`config.mk`:
```
export PLATFORM = sky130hd
export DESIGN_NAME = paged_window_top
export DESIGN_NICKNAME = d
export VERILOG_FILES = /design/src/paged_window_pkg.sv /design/src/win_if.sv /design/src/window_decode.sv /design/src/paged_window_top.sv
export SDC_FILE = /design/constraint.sdc
export NUM_CORES = 1
export LEC_CHECK = 0
export CAP_MARGIN = 20
export CORE_ASPECT_RATIO = 0.5
export CORE_MARGIN = 2
export CORE_UTILIZATION = 40
export DETAILED_ROUTE_END_ITERATION = 10
export DONT_BUFFER_PORTS = 1
export PLACE_DENSITY_LB_ADDON = 0.1
export SLEW_MARGIN = 0
export SYNTH_ARGS = -nofsm -noshare
export SYNTH_HDL_FRONTEND = slang
export SYNTH_SLANG_ARGS = --single-unit
```
`constraint.sdc`:
```
create_clock -name MCLK_I -period 3.4 [get_ports MCLK_I]
set_clock_uncertainty 0.15 [all_clocks]
set_input_delay 0.68 -clock MCLK_I [delete_from_list [all_inputs] [get_ports MCLK_I]]
set_output_delay 0.68 -clock MCLK_I [all_outputs]
set_load 0.01 [all_outputs]
```
`src/paged_window_pkg.sv`:
```
package paged_window_pkg;
	// I/O decode uses the lower ten address lines only
	localparam int IO_ADDR_BITS = 10;
	localparam logic [9:0] PAGE_LOW_OFS = 10'h258;
	localparam logic [9:0] PAGE_HIGH_OFS = 10'h259;
	// Values after reset
	localparam logic [7:0] PAGE_LOW_RST = 8'h00;
	localparam logic [7:0] PAGE_HIGH_RST = 8'h00;
	// Field positions of the high register, write side
	localparam int HI_A22_BIT = 0;
	localparam int HI_A23_BIT = 1;
	localparam int HI_FLAG1_BIT = 3;
	localparam int HI_FLAG2_BIT = 4;
	localparam int HI_SEL_BIT = 6;
	localparam int HI_RUN_BIT = 7;
	// Bits that hold state; bits 2 and 5 have no function
	localparam logic [7:0] HI_WR_MASK = 8'hdb;
	// Field positions of the high register, read side
	localparam int RD_BUSY_BIT = 0;
	localparam int RD_LINK1_BIT = 1;
	localparam int RD_LINK2_BIT = 2;
	// Memory window in the upper memory area
	localparam int MEM_ADDR_BITS = 20;
	localparam int WIN_BITS = 14;
	localparam logic [19:0] WIN_BASE = 20'hdc000;
	// Page address A14..A23 and the SRAM part of it (128K / 16K = 8 pages)
	localparam int PAGE_BITS = 10;
	localparam int SRAM_PAGE_BITS = 3;
endpackage

```
`src/win_if.sv`:
```
`timescale 1ns/1ps
// Paging state handed from the register block to the window decoder
interface win_if;
	logic [9:0] page; // A23..A14 as software wrote them
	logic sram_sel; // 1 routes the window to the static RAM
	logic flash_run; // 0 keeps flash in reset and powered down
	modport ctrl (output page, output sram_sel, output flash_run);
	modport dec (input page, input sram_sel, input flash_run);
endinterface

```
`src/window_decode.sv`:
```
`timescale 1ns/1ps
// Window decoder: turns a host memory cycle into a paged flash or SRAM cycle
module window_decode (
	// Clock and reset
	input wire logic clk_i,
	input wire logic rst_i,
	// Host memory cycle
	input wire logic [19:0] mem_addr_i,
	input wire logic mem_rd_i,
	input wire logic mem_wr_i,
	// Paging state
	win_if.dec win,
	// Memory side, all registered
	output logic [9:0] page_o,
	output logic [13:0] offset_o,
	output logic flash_ce_o,
	output logic sram_ce_o,
	output logic rd_o,
	output logic wr_o,
	output logic led_o
);
	typedef struct packed {
		logic [9:0] page;
		logic [13:0] offset;
		logic flash_ce;
		logic sram_ce;
		logic rd;
		logic wr;
		logic led;
	} dec_state_t;

	dec_state_t dec_q; // Registered memory-side view
	dec_state_t dec_d; // Next value
	logic hit; // Host cycle lands in the window

	// Window hit: top six address bits match, and a strobe is active
	assign hit = (mem_addr_i[19:14] == paged_window_pkg::WIN_BASE[19:14])
		&& (mem_rd_i || mem_wr_i);

	// Next-state logic
	always_comb
	begin
		dec_d = '0;
		dec_d.offset = mem_addr_i[13:0];
		dec_d.rd = hit && mem_rd_i;
		dec_d.wr = hit && mem_wr_i;
		if (win.sram_sel)
		begin
			// SRAM images every 128K; upper page bits are driven as zero
			dec_d.page = {7'h00, win.page[2:0]};
			dec_d.sram_ce = hit;
		end
		else
		begin
			// Full ten page bits reach all 16MB of flash
			dec_d.page = win.page;
			// A flash held in reset is never selected, which also guards writes
			dec_d.flash_ce = hit && win.flash_run;
		end
		// Indicator follows any flash cycle
		dec_d.led = dec_d.flash_ce;
	end

	// State register
	always_ff @(posedge clk_i)
	begin
		if (rst_i)
			dec_q <= '0;
		else
			dec_q <= dec_d;
	end

	assign page_o = dec_q.page;
	assign offset_o = dec_q.offset;
	assign flash_ce_o = dec_q.flash_ce;
	assign sram_ce_o = dec_q.sram_ce;
	assign rd_o = dec_q.rd;
	assign wr_o = dec_q.wr;
	assign led_o = dec_q.led;
endmodule // window_decode

```
`src/paged_window_top.sv`:
```
`timescale 1ns/1ps
// Paged flash/SRAM window: two I/O paging registers plus the memory window decoder
module paged_window_top (
	// Clock and reset
	input wire logic MCLK_I,
	input wire logic RST_I,
	// Host I/O cycle
	input wire logic [9:0] IO_ADDR_I,
	input wire logic IO_RD_I,
	input wire logic IO_WR_I,
	input wire logic [7:0] IO_DATA_I,
	output logic [7:0] IO_DATA_O,
	output logic IO_DATA_OE_O,
	// Host memory cycle
	input wire logic [19:0] MEM_ADDR_I,
	input wire logic MEM_RD_I,
	input wire logic MEM_WR_I,
	// Board status inputs
	input wire logic FLASH_BUSY_N_I,
	input wire logic USER_LINK_ONE_I,
	input wire logic USER_LINK_TWO_I,
	// Memory side
	output logic [9:0] PAGE_ADDR_O,
	output logic [13:0] WIN_OFFSET_O,
	output logic FLASH_CE_O,
	output logic SRAM_CE_O,
	output logic MEM_RD_O,
	output logic MEM_WR_O,
	output logic FLASH_RUN_O,
	output logic FLASH_LED_O
);
	// All register-side state in one word
	typedef struct packed {
		logic [7:0] page_low; // A21..A14
		logic [7:0] page_high; // Control register, masked bits only
		logic wr_prev; // Write strobe one cycle ago
		logic [7:0] rd_data; // Read data driven to the host
		logic rd_oe; // Host data bus enable
		logic flash_run; // Flash reset/powerdown pin, 1 = enabled
	} ctl_state_t;

	ctl_state_t ctl_q; // Current state
	ctl_state_t ctl_d; // Next state
	logic wr_edge; // First cycle of a write strobe
	logic low_hit; // Address selects the low register
	logic high_hit; // Address selects the high register
	logic [7:0] high_rd; // Composed read value of the high register

	win_if win(); // Paging state to the decoder

	// Address decode on the ten I/O lines that the bus really decodes
	assign low_hit = (IO_ADDR_I == paged_window_pkg::PAGE_LOW_OFS);
	assign high_hit = (IO_ADDR_I == paged_window_pkg::PAGE_HIGH_OFS);

	// A write is taken once per strobe so a long strobe cannot double-fire
	assign wr_edge = IO_WR_I && !ctl_q.wr_prev;

	// Read image: live status in bits 0-2, stored bits in 3,4,6, zero elsewhere
	always_comb
	begin
		high_rd = 8'h00;
		high_rd[paged_window_pkg::RD_BUSY_BIT] = FLASH_BUSY_N_I;
		high_rd[paged_window_pkg::RD_LINK1_BIT] = USER_LINK_ONE_I;
		high_rd[paged_window_pkg::RD_LINK2_BIT] = USER_LINK_TWO_I;
		high_rd[paged_window_pkg::HI_FLAG1_BIT] =
			ctl_q.page_high[paged_window_pkg::HI_FLAG1_BIT];
		high_rd[paged_window_pkg::HI_FLAG2_BIT] =
			ctl_q.page_high[paged_window_pkg::HI_FLAG2_BIT];
		high_rd[paged_window_pkg::HI_SEL_BIT] =
			ctl_q.page_high[paged_window_pkg::HI_SEL_BIT];
	end

	// Next-state logic for the register side
	always_comb
	begin
		ctl_d = ctl_q;
		ctl_d.wr_prev = IO_WR_I;
		// Low register is write only
		if (wr_edge && low_hit)
		begin
			ctl_d.page_low = IO_DATA_I;
		end
		// High register keeps only bits that have a function
		if (wr_edge && high_hit)
		begin
			ctl_d.page_high = IO_DATA_I & paged_window_pkg::HI_WR_MASK;
		end
		// Reset pin follows bit 7 from the same edge the register loads
		ctl_d.flash_run = ctl_d.page_high[paged_window_pkg::HI_RUN_BIT];
		// Only the high register answers reads; the low one stays off the bus
		ctl_d.rd_oe = IO_RD_I && high_hit;
		if (IO_RD_I && high_hit)
		begin
			ctl_d.rd_data = high_rd;
		end
		else
		begin
			ctl_d.rd_data = 8'h00;
		end
	end

	// State register, cleared by the system reset
	always_ff @(posedge MCLK_I)
	begin
		if (RST_I)
		begin
			ctl_q <= '0;
			ctl_q.page_low <= paged_window_pkg::PAGE_LOW_RST;
			ctl_q.page_high <= paged_window_pkg::PAGE_HIGH_RST;
		end
		else
		begin
			ctl_q <= ctl_d;
		end
	end

	// Paging state toward the decoder
	assign win.page = {ctl_q.page_high[paged_window_pkg::HI_A23_BIT],
		ctl_q.page_high[paged_window_pkg::HI_A22_BIT], ctl_q.page_low};
	assign win.sram_sel = ctl_q.page_high[paged_window_pkg::HI_SEL_BIT];
	assign win.flash_run = ctl_q.flash_run;

	// Register-side outputs
	assign IO_DATA_O = ctl_q.rd_data;
	assign IO_DATA_OE_O = ctl_q.rd_oe;
	assign FLASH_RUN_O = ctl_q.flash_run;

	// Memory window decoder; the new page applies from the cycle after the write
	window_decode u_decode (
		.clk_i(MCLK_I),
		.rst_i(RST_I),
		.mem_addr_i(MEM_ADDR_I),
		.mem_rd_i(MEM_RD_I),
		.mem_wr_i(MEM_WR_I),
		.win(win.dec),
		.page_o(PAGE_ADDR_O),
		.offset_o(WIN_OFFSET_O),
		.flash_ce_o(FLASH_CE_O),
		.sram_ce_o(SRAM_CE_O),
		.rd_o(MEM_RD_O),
		.wr_o(MEM_WR_O),
		.led_o(FLASH_LED_O)
	);
endmodule // paged_window_top

```
==> reports/qor.csv, run 1 <==
stage;metric;value;unit
run_status;outcome;finished clean;
detailed_routing;dr.pass1.iters;3;
worst_setup_path;cp-start-kind;input port;
clock_network;clk_latency;280;ps
yosys;synth_top_family_by_area;simple AND/OR/NAND/NOR gates;
die;die_w;98.0;um
clock_network;cts.clk_slew.worst_paths;80;ps
timing;hold_slack;295;ps
yosys;ys_types;24;
timing;setup_viol;0;
die;die_area;0.00500;mm2
clock_network;cts_setup_buffers;0;
worst_setup_path;r2r_end;ctl_q[21]$_SDFFE_PP0P_;
timing;rsz0062_at_grt;no;
timing;worst_pin_slew;604;ps
clock_network;cts_buffers;5;
worst_setup_path;reg2regPathDepth;3;
worst_setup_path;cp-end-kind;flip-flop;
placed_design;hpwl;1980;um
finish;layout_common_cells;dfxtp_1 (50), nand2b_1 (20), and2_1 (16);
finish;seqCellArea;0.00100;mm2
min_path;hp-start;ctl_q[20]$_SDFFE_PP0P_;
detailed_routing;postRouteAntennaNets;0;
finish;n_antenna_cell;0;
flow_run;max_cap_violations;0;
global_route;grt_pass1_wl;4270;um
power_and_ir_drop;power_density;515;mW/mm2
detailed_routing;wl;2790;um
yosys;synth_simple_gate_area_share;29.0;%
timing;slew_violations;0;
min_path;min_to;u_decode.page_o[1]$_SDFF_PP0_;
clock_network;cts.sinks;50;
power_and_ir_drop;leakage;0.000679;uW
yosys;syn_inst;148;
yosys;muxShareOfSynthArea;8.21;%
die;die_y;51.0;um
finish;drive_gt1_share;11.2;%
clock_network;cts_resized;0;
placed_design;gp_congestion;0.658;
detailed_routing;dr_total_vias;911;
finish;nFillCells;416;
yosys;ys_ff_latch;50;
clock_network;htree_num_levels;2;
yosys;syn-cell-area;0.00177;mm2
worst_setup_path;r2r_setup_slack;1620;ps
global_route;grt_max_degree;41;
die;rows;17;
finish;final_common_cell;dfxtp_1;
timing;fin_crit_sh;54.4;%
worst_setup_path;crit_fanout;6;
timing;max_freq;0.540;GHz
global_route;grt_pass1_vias;878;
global_route;grt-ovfl-total;0;
clock_network;hold_buffers;0;
detailed_routing;wl_per_cell;14.0;um
detailed_routing;vias_per_cell;4.56;
clock_network;clockBufferDepth;2;
worst_setup_path;r2r-start;ctl_q[10]$_SDFF_PP0_;
yosys;synthAdderAreaFrac;0;%
detailed_routing;drc;0;
yosys;yosysWarnings;0;
yosys;synth_xor_area_share;0;%
yosys;synth_compound_area_share;0.425;%
min_path;hold_depth;2;
power_and_ir_drop;max-vdd-ir-drop;0.000206;V
yosys;syn_avg_cell_area;11.9;um2
placed_design;portBuffers;0;
worst_setup_path;critPathKind;in -> reg;
die;start_util;40.9;%
min_path;hold_class;reg -> reg;
die;ios;86;
worst_setup_path;critical_path_required;3430;ps
timing;setup_tns;0;ps
finish;area_delta_synth_final;3.47;%
detailed_routing;drtIter0Drc;13;
worst_setup_path;critPathLaunch;IO_ADDR_I[1];
timing;fin_crit;1850;ps
worst_setup_path;arrival;1880;ps
timing;slew_headroom;59.5;%
timing;hold_viol;0;
die;coreArea;0.00432;mm2
clock_network;cts_root_buf;clkbuf_8;
finish;multi_input_area;673;um2
clock_network;cts_tree;yes;
global_route;antenna_found_initial;0;
finish;fin_nets;190;
yosys;ys_seq_area_share;56.6;%
global_route;grtUsageTotal;11.3;%
==> sequential cells by signal (all words and copies together), names as in the netlist <==
| name | count |
|---|---|
| u_decode.flash_ce_o | 1 |
| u_decode.sram_ce_o | 1 |
| u_decode.page_o | 10 |
| u_decode.wr_o | 1 |
| ctl_q | 15 |
| u_decode.rd_o | 1 |
| u_decode.offset_o | 14 |
| IO_DATA_O | 6 |
| IO_DATA_OE_O | 1 |
==> kinds of logic (layout without fill, tap and decap cells) <==
family / count (synthesis) / in the layout
other: 1 / 2
buffers and inverters: 15 / 9
AO/OA/AOI/OAI: 1 / 1
multiplexers: 14 / 14
AND/OR/NAND/NOR: 67 / 67
flip-flops: 50 / 50
==> cells in the mapped netlist, drive strengths merged <==
master	number	area, um2
nand3b	2	15.0
and2b	1	8.76
clkbuf	3	11.3
buf	10	78.8
or3b	1	11.3
nand2	1	3.75
conb	1	3.75
nand4b	1	8.76
mux2i	13	130
o211ai	1	7.51
or4	1	11.3
and2	16	100
dfxtp	50	1000
nand2b	20	125
nor4	3	55.1
nor2b	16	105
nor3	2	10.0
mux2	1	15.0
nor2	1	3.75
inv	2	7.51
nand4bb	2	55.1
==> through the flow <==
stage          instance area, um2  setup WS, ps  cells  total power (uW)  utilization [%]
2_1_floorplan                1770          1360    149               646                -
3_3_place_gp                 1750          1260    193               643             40.6
3_5_place_dp                 1750          1240    193               643             40.6
4_1_cts                      1830          1550    200               958             42.4
5_1_grt                      1830          1470    200               988             42.4
6_report                     1830          1550    200               943             42.4
==> final cells by class <==
cell class | instances | share of cell area, %
clock buffers | 7 | 4.17
multi-input cells | 84 | 36.8
well taps | 57 | 3.90
flip-flops and latches | 50 | 54.7
inverters | 2 | 0.410
==> worst max-delay path: stages <==
cell       delay [ps]
nand4bb_4         260
nor4_4            600
mux2_4            340
==> report_power, final <==
| group | internal [uW] | switching, uW | leakage (uW) |
|---|---|---|---|
| sequential | 595 | 8.24 | 0.000407 |
| combinational | 16.0 | 9.56 | 0.000234 |
| clock | 142 | 172 | 0.0000383 |
| total | 753 | 190 | 0.000679 |
==> how the worst max path moves through the flow <==
stage | endpoint | depth (start not counted)
final | ctl_q[21]$_SDFFE_PP0P_ | 3
after global routing | ctl_q[21]$_SDFFE_PP0P_ | 3
after CTS | ctl_q[21]$_SDFFE_PP0P_ | 3
after detailed placement | ctl_q[21]$_SDFFE_PP0P_ | 3
after global placement | ctl_q[21]$_SDFFE_PP0P_ | 3
after floorplan | ctl_q[21]$_SDFFE_PP0P_ | 3
==> metal layers <==
metal | track usage [%] | share of wire, % | vias to the layer above
met5 | 0 | 0 | -
met4 | 2.08 | 0.36 | 0
met3 | 7.39 | 12 | 2
met2 | 17.7 | 42 | 51
met1 | 13.2 | 45 | 405
li1 | - | - | 453
Note: power is estimated with default switching activity, not from simulation.
==> run 2, diff against run 1 <==
==> constraint.sdc (replaced) <==
create_clock -name MCLK_I -period 1.7 [get_ports MCLK_I]
set_clock_uncertainty 0.15 [all_clocks]
set_input_delay 0.34 -clock MCLK_I [delete_from_list [all_inputs] [get_ports MCLK_I]]
set_output_delay 0.34 -clock MCLK_I [all_outputs]
set_load 0.01 [all_outputs]
==> run 2 against run 1 <==
- flip-flop and latch count unchanged
- first-iteration DRC count shrank 7.7%
- cell count increased by 4.0%
- sequential share of layout area shrank 3.6 points
- non-clock buffer count grew 7
- critical path depth stayed put
- largest power group unchanged
- via count rose by 2.7%
- hold slack got worse by 290 ps
- clock-buffer cell count down 1
==> reports/qor.csv, run 2 (synthesized netlist as in run 1, its figures left out) <==
stage;metric;value;unit
run_status;outcome;finished clean;
clock_network;cts_tree;yes;
clock_network;cts_setup_buffers;0;
timing;worst_pin_slew;562;ps
power_and_ir_drop;leakage;0.000745;uW
global_route;grt_pass1_wl;4370;um
finish;fin_area;0.00196;mm2
worst_setup_path;critPathKind;in -> reg;
die;die_w;98.0;um
timing;setup_viol;0;
worst_setup_path;critPathLaunch;RST_I;
worst_setup_path;cp-endpoint;ctl_q[21]$_SDFFE_PP0P_;
finish;area_delta_synth_final;10.8;%
clock_network;cts.sinks;50;
detailed_routing;wl;2800;um
die;coreArea;0.00432;mm2
finish;final_common_cell;dfxtp_1;
detailed_routing;wl_per_cell;13.5;um
min_path;hold_class;in -> reg;
detailed_routing;dr_total_vias;936;
worst_setup_path;arrival;1610;ps
worst_setup_path;reg2regPathDepth;3;
global_route;grt-ovfl-total;0;
worst_setup_path;r2r_end;ctl_q[22]$_SDFFE_PP0P_;
detailed_routing;drtIter0Drc;12;
detailed_routing;drc;0;
finish;drive_gt1_share;14.6;%
detailed_routing;dr.pass1.iters;2;
die;die_y;51.0;um
timing;slew_headroom;62.4;%
clock_network;cts_buffers;5;
timing;fin_crit_sh;91.8;%
detailed_routing;vias_per_cell;4.50;
finish;final_cells;208;
finish;top_register;ctl_q;
timing;slew_violations;0;
timing;max_freq;0.641;GHz
die;die_area;0.00500;mm2
worst_setup_path;crit_fanout;25;
global_route;grt_pass1_vias;912;
global_route;grtUsageTotal;11.9;%
timing;hold_viol;0;
clock_network;clockBufferDepth;2;
clock_network;htree_num_levels;2;
finish;fin_nets;197;
worst_setup_path;cp-start-kind;input port;
timing;fin_crit;1560;ps
placed_design;hpwl;1940;um
worst_setup_path;critical_path_required;1750;ps
detailed_routing;postRouteAntennaNets;0;
power_and_ir_drop;power_density;1160;mW/mm2
worst_setup_path;r2r_setup_slack;150;ps
die;ios;86;
die;rows;17;
global_route;antenna_found_initial;0;
worst_setup_path;r2r-start;ctl_q[10]$_SDFF_PP0_;
finish;largest_register_ffs;15;
placed_design;place_area;0.00178;mm2
placed_design;gp_congestion;0.672;
finish;n_antenna_cell;0;
power_and_ir_drop;power;2270;uW
placed_design;portBuffers;0;
die;start_util;40.9;%
clock_network;cts.clk_slew.worst_paths;90;ps
clock_network;cts_root_buf;clkbuf_8;
timing;rsz0062_at_grt;no;
finish;layout_common_cells;dfxtp_1 (50), nand2b_1 (20), and2_1 (16);
flow_run;max_cap_violations;0;
clock_network;clk_latency;300;ps
global_route;grt_max_degree;26;
worst_setup_path;cp-end-kind;flip-flop;
power_and_ir_drop;max-vdd-ir-drop;0.000414;V
placed_design;placedCellCount;196;
run 2: changes by cell type in the layout (fill, tap and decap cells not counted), sizes merged:
cell         delta
dlygate4sd3     +4
buf             +3
bufinv          +2
clkbuf          -1
run 2: cell type report:
type,count,area [um2]
repair buffers,7,62.6
well taps,57,71.3
clock inverters,2,60.1
inverters,2,7.51
flip-flops and latches,50,1000
multi-input cells,84,673
clock buffers,6,82.6
fillers,405,2360
run 2: stage by stage:
stage,utilization (%),setup slack (ps),hold slack [ps],TNS (ps)
floorplan,-,-1.81,264,-1.81
global placement,41.1,124,261,0
detailed placement,41.1,96.1,261,0
CTS,44.7,125,0.0150,0
global route,45.3,50.7,0.0519,0
finish,45.3,139,8.08,0
run 2: what timing repair did:
action | CTS | global route
hold buffers | 1 | 3
endpoints found under the hold margin | 16 | 3
gates resized for setup | 0 | 0
setup endpoints to repair | 0 | 0
run 2: worst min-delay path by stage:
stage / from / end / slack (ps) / depth (start not counted)
global route: FLASH_BUSY_N_I / IO_DATA_O[0]$_SDFF_PP0_ / 0.05 / 1
global placement: RST_I / ctl_q[10]$_SDFF_PP0_ / 260 / 1
detailed placement: RST_I / ctl_q[10]$_SDFF_PP0_ / 260 / 1
CTS: USER_LINK_TWO_I / IO_DATA_O[2]$_SDFF_PP0_ / 0.01 / 1
floorplan: ctl_q[19]$_SDFFE_PP0P_ / u_decode.page_o[0]$_SDFF_PP0_ / 260 / 2
finish: MEM_RD_I / u_decode.rd_o$_SDFF_PP0_ / 8 / 1
run 2: per-layer routing:
metal	up-vias	track usage (%)	share of wire, %
li1	468	-	-
met1	411	14.0	46
met2	53	16.8	40
met3	4	8.48	13
met4	0	4.17	0.93
met5	-	0	0
run 2: worst max-delay path, stage by stage:
cell and delay (ps):
dlygate4sd3_1 890, nor2b_2 90, mux2_4 280
run 2: power by group:
part	internal [uW]	switching [uW]	total [uW]	leakage (uW)
logic	37.9	25.1	63.1	0.000267
clock network	627	377	1000	0.0000714
registers	1190	16.5	1210	0.000407
total	1850	418	2270	0.000745
==> run 3, diff against run 2 <==
--- a/config.mk
+++ b/config.mk
@@ -5,10 +5,11 @@
 export SDC_FILE = /design/constraint.sdc
 export NUM_CORES = 1
 export LEC_CHECK = 0
+export ABC_AREA = 1
 export CAP_MARGIN = 20
 export CORE_ASPECT_RATIO = 0.5
 export CORE_MARGIN = 2
-export CORE_UTILIZATION = 40
+export CORE_UTILIZATION = 54
 export DETAILED_ROUTE_END_ITERATION = 10
 export DONT_BUFFER_PORTS = 1
 export PLACE_DENSITY_LB_ADDON = 0.1
==> run 3 against run 2 <==
- worst setup slack better by 85 ps
- combinational power is 62% higher
- die area fell by 24%
- global-route usage rose by 5.8 points
- flip-flop and latch count is the same
- utilization is 21 points higher
- area after synthesis is 0.92% higher
- clock power is 13% lower
- cell count increased by 37%
- non-clock buffer count increased by 12
- clock-buffer cell count unchanged
- via count is 37% higher
- critical path type unchanged
- highest routed layer unchanged
==> reports/qor.csv, run 3 <==
stage;metric;value;unit
run_status;outcome;finished clean;
detailed_routing;wl_per_cell;11.5;um
yosys;ys_ff_latch;50;
timing;fin_crit;1480;ps
timing;slew_violations;0;
worst_setup_path;r2r-start;ctl_q[10]$_SDFF_PP0_;
yosys;yosysWarnings;0;
finish;final_common_cell;nor2_1;
worst_setup_path;critPathTopFamily;buffers and inverters;
finish;fin_util;66.4;%
yosys;ys_seq_area_share;56.1;%
clock_network;cts.sinks;50;
worst_setup_path;critPathKind;in -> reg;
worst_setup_path;path_cells;dlygate4sd3_1, nor3_1;
timing;setup_viol;0;
yosys;syn_inst;230;
clock_network;htree_num_levels;2;
power_and_ir_drop;power_density;1060;mW/mm2
power_and_ir_drop;swShare;20.9;%
power_and_ir_drop;leakage;0.00103;uW
global_route;antenna_found_initial;0;
die;die_y;44.6;um
worst_setup_path;arrival;1480;ps
yosys;syn_avg_cell_area;7.76;um2
finish;fin_area;0.00205;mm2
worst_setup_path;cp-end-kind;flip-flop;
clock_network;cts_setup_buffers;0;
timing;max_freq;0.678;GHz
finish;nFillCells;273;
timing;rsz0062_at_grt;no;
worst_setup_path;critPathMaxStageDelay;1010;ps
finish;drive_gt1_share;5.31;%
yosys;synth_top_area_cell;dfxtp_1;
yosys;synth_flop_cell;dfxtp_1;
yosys;ys_types;16;
timing;slew_headroom;51.4;%
worst_setup_path;r2r_setup_slack;500;ps
clock_network;cts_tree;yes;
detailed_routing;drc;0;
min_path;hp-start;FLASH_BUSY_N_I;
global_route;grtUsageTotal;17.6;%
global_route;grt_max_degree;22;
placed_design;portBuffers;0;
die;die_area;0.00381;mm2
power_and_ir_drop;max-vdd-ir-drop;0.000631;V
timing;hold_viol;0;
clock_network;hold_buffers;18;
clock_network;cts.clk_slew.worst_paths;90;ps
min_path;hold_depth;2;
detailed_routing;dr.pass1.iters;4;
power_and_ir_drop;clockPowerShare;40.0;%
worst_setup_path;path_buf_inv;1;
worst_setup_path;slowest_stage;dlygate4sd3_1;
yosys;synth_commonest_cells;nor2_1 (65), dfxtp_1 (50), inv_1 (50), nand2_1 (32), buf_4 (9);
global_route;grt_pass1_wl;5100;um
min_path;min_to;IO_DATA_O[0]$_SDFF_PP0_;
finish;largest_register_ffs;15;
finish;seqCellArea;0.00100;mm2
worst_setup_path;cp-start-kind;input port;
power_and_ir_drop;seqPwrFrac;55.4;%
die;ios;86;
yosys;synth_top_area_share;56.1;%
detailed_routing;vias_per_cell;4.51;
detailed_routing;drtIter0Drc;35;
clock_network;clk_latency;290;ps
worst_setup_path;crit_fanout;21;
timing;worst_pin_slew;726;ps
die;die_w;85.3;um
finish;layout_common_cells;nor2_1 (65), dfxtp_1 (50), inv_1 (50);
die;coreArea;0.00308;mm2
finish;n_antenna_cell;0;
clock_network;clockBufferDepth;2;
global_route;grt-ovfl-total;0;
yosys;post-synth-top-count-cell;nor2_1;
yosys;synth_area_leaders;dfxtp_1 (56%), nor2_1 (14%), inv_1 (11%);
clock_network;cts_root_buf;clkbuf_8;
worst_setup_path;critical_path_required;1710;ps
min_path;hold_class;in -> reg;
detailed_routing;wl;3290;um
die;start_util;57.9;%
yosys;async_flop_share;0;%
timing;fin_crit_sh;86.8;%
detailed_routing;postRouteAntennaNets;0;
power_and_ir_drop;netSwitchingPower;456;uW
worst_setup_path;reg2regPathDepth;7;
placed_design;place_area;0.00175;mm2
finish;final_cells;285;
flow_run;max_cap_violations;0;
clock_network;cts_resized;0;
finish;top_register;ctl_q;
placed_design;placedCellCount;259;
worst_setup_path;worstSetupPathDepth;2;
yosys;syn-cell-area;0.00178;mm2
global_route;grt_pass1_vias;1144;
yosys;synth_edf_count;0;
placed_design;hpwl;2200;um
die;rows;14;
power_and_ir_drop;pwr-share-comb;4.7;%
finish;multi_input_area;495;um2
placed_design;gp_congestion;0.754;
finish;area_delta_synth_final;14.7;%
timing;setup_tns;0;ps
finish;fin_nets;291;
power_and_ir_drop;p_int;1720;uW
worst_setup_path;r2r_end;ctl_q[25]$_SDFFE_PP0P_;
clock_network;cts_buffers;5;
detailed_routing;dr_total_vias;1285;
-- run 3: cell types whose count changed in the layout (fill, tap and decap cells not counted), sizes merged, moves of 3 or more --
cell         change
nor2            +66
nand2           +32
nor4             -3
inv             +49
nor2b           -16
nor3             +3
nand4            +8
mux2i           -13
and2            -16
dlygate4sd3     +14
nand2b          -20
-- run 3: through the flow --
stage / worst slack [ps] / hold WS [ps] / power, uW
global route: 117 / 11.7 / 2260
detailed placement: 236 / 266 / 1290
global placement: 280 / 264 / 1290
floorplan: 397 / 259 / 1290
CTS: 223 / 2.08 / 2200
finish: 224 / 13.3 / 2180
-- run 3: power groups by stage --
stage	clock network (uW)	logic (uW)	registers [uW]
floorplan	0	61.2	1230
global placement	0	60.1	1230
detailed placement	0	61.5	1230
CTS	891	101	1210
global route	934	117	1210
finish	870	102	1210
-- run 3: layout make-up --
type                            count  area share, %
Sequential cell                    50           48.9
Multi-Input combinational cell    117           24.2
Inverter                           51           9.35
Timing Repair Buffer               19           9.17
Clock buffer                        6           4.03
Tap cell                           40           2.44
Clock inverter                      2           1.89
-- run 3: worst max path at each step --
stage          slack (ps)                               to          from
6_report              220         u_decode.wr_o$_SDFF_PP0_         RST_I
5_1_grt               120  u_decode.offset_o[3]$_SDFF_PP0_         RST_I
4_1_cts               220         u_decode.wr_o$_SDFF_PP0_         RST_I
3_5_place_dp          240          IO_DATA_O[2]$_SDFF_PP0_  IO_ADDR_I[5]
3_3_place_gp          280          IO_DATA_O[6]$_SDFF_PP0_  IO_ADDR_I[5]
2_1_floorplan         400           ctl_q[19]$_SDFFE_PP0P_  IO_ADDR_I[5]
-- run 3: cell families (layout without fill, tap and decap cells) --
kind of cell / after synthesis / after routing / share of synthesized area (%)
other: 1 / 2 / 0.210
flip-flops: 50 / 50 / 56.1
AND/OR/NAND/NOR: 115 / 115 / 27.3
buffers and inverters: 64 / 78 / 16.3
-- run 3: metal layers --
metal | part of all wire, % | track usage, % | vias up
met1 | 45 | 22.1 | 555
met5 | 0 | 0 | -
met4 | 0.24 | 3.81 | 0
met3 | 11 | 7.65 | 2
li1 | - | - | 675
met2 | 43 | 28.9 | 53
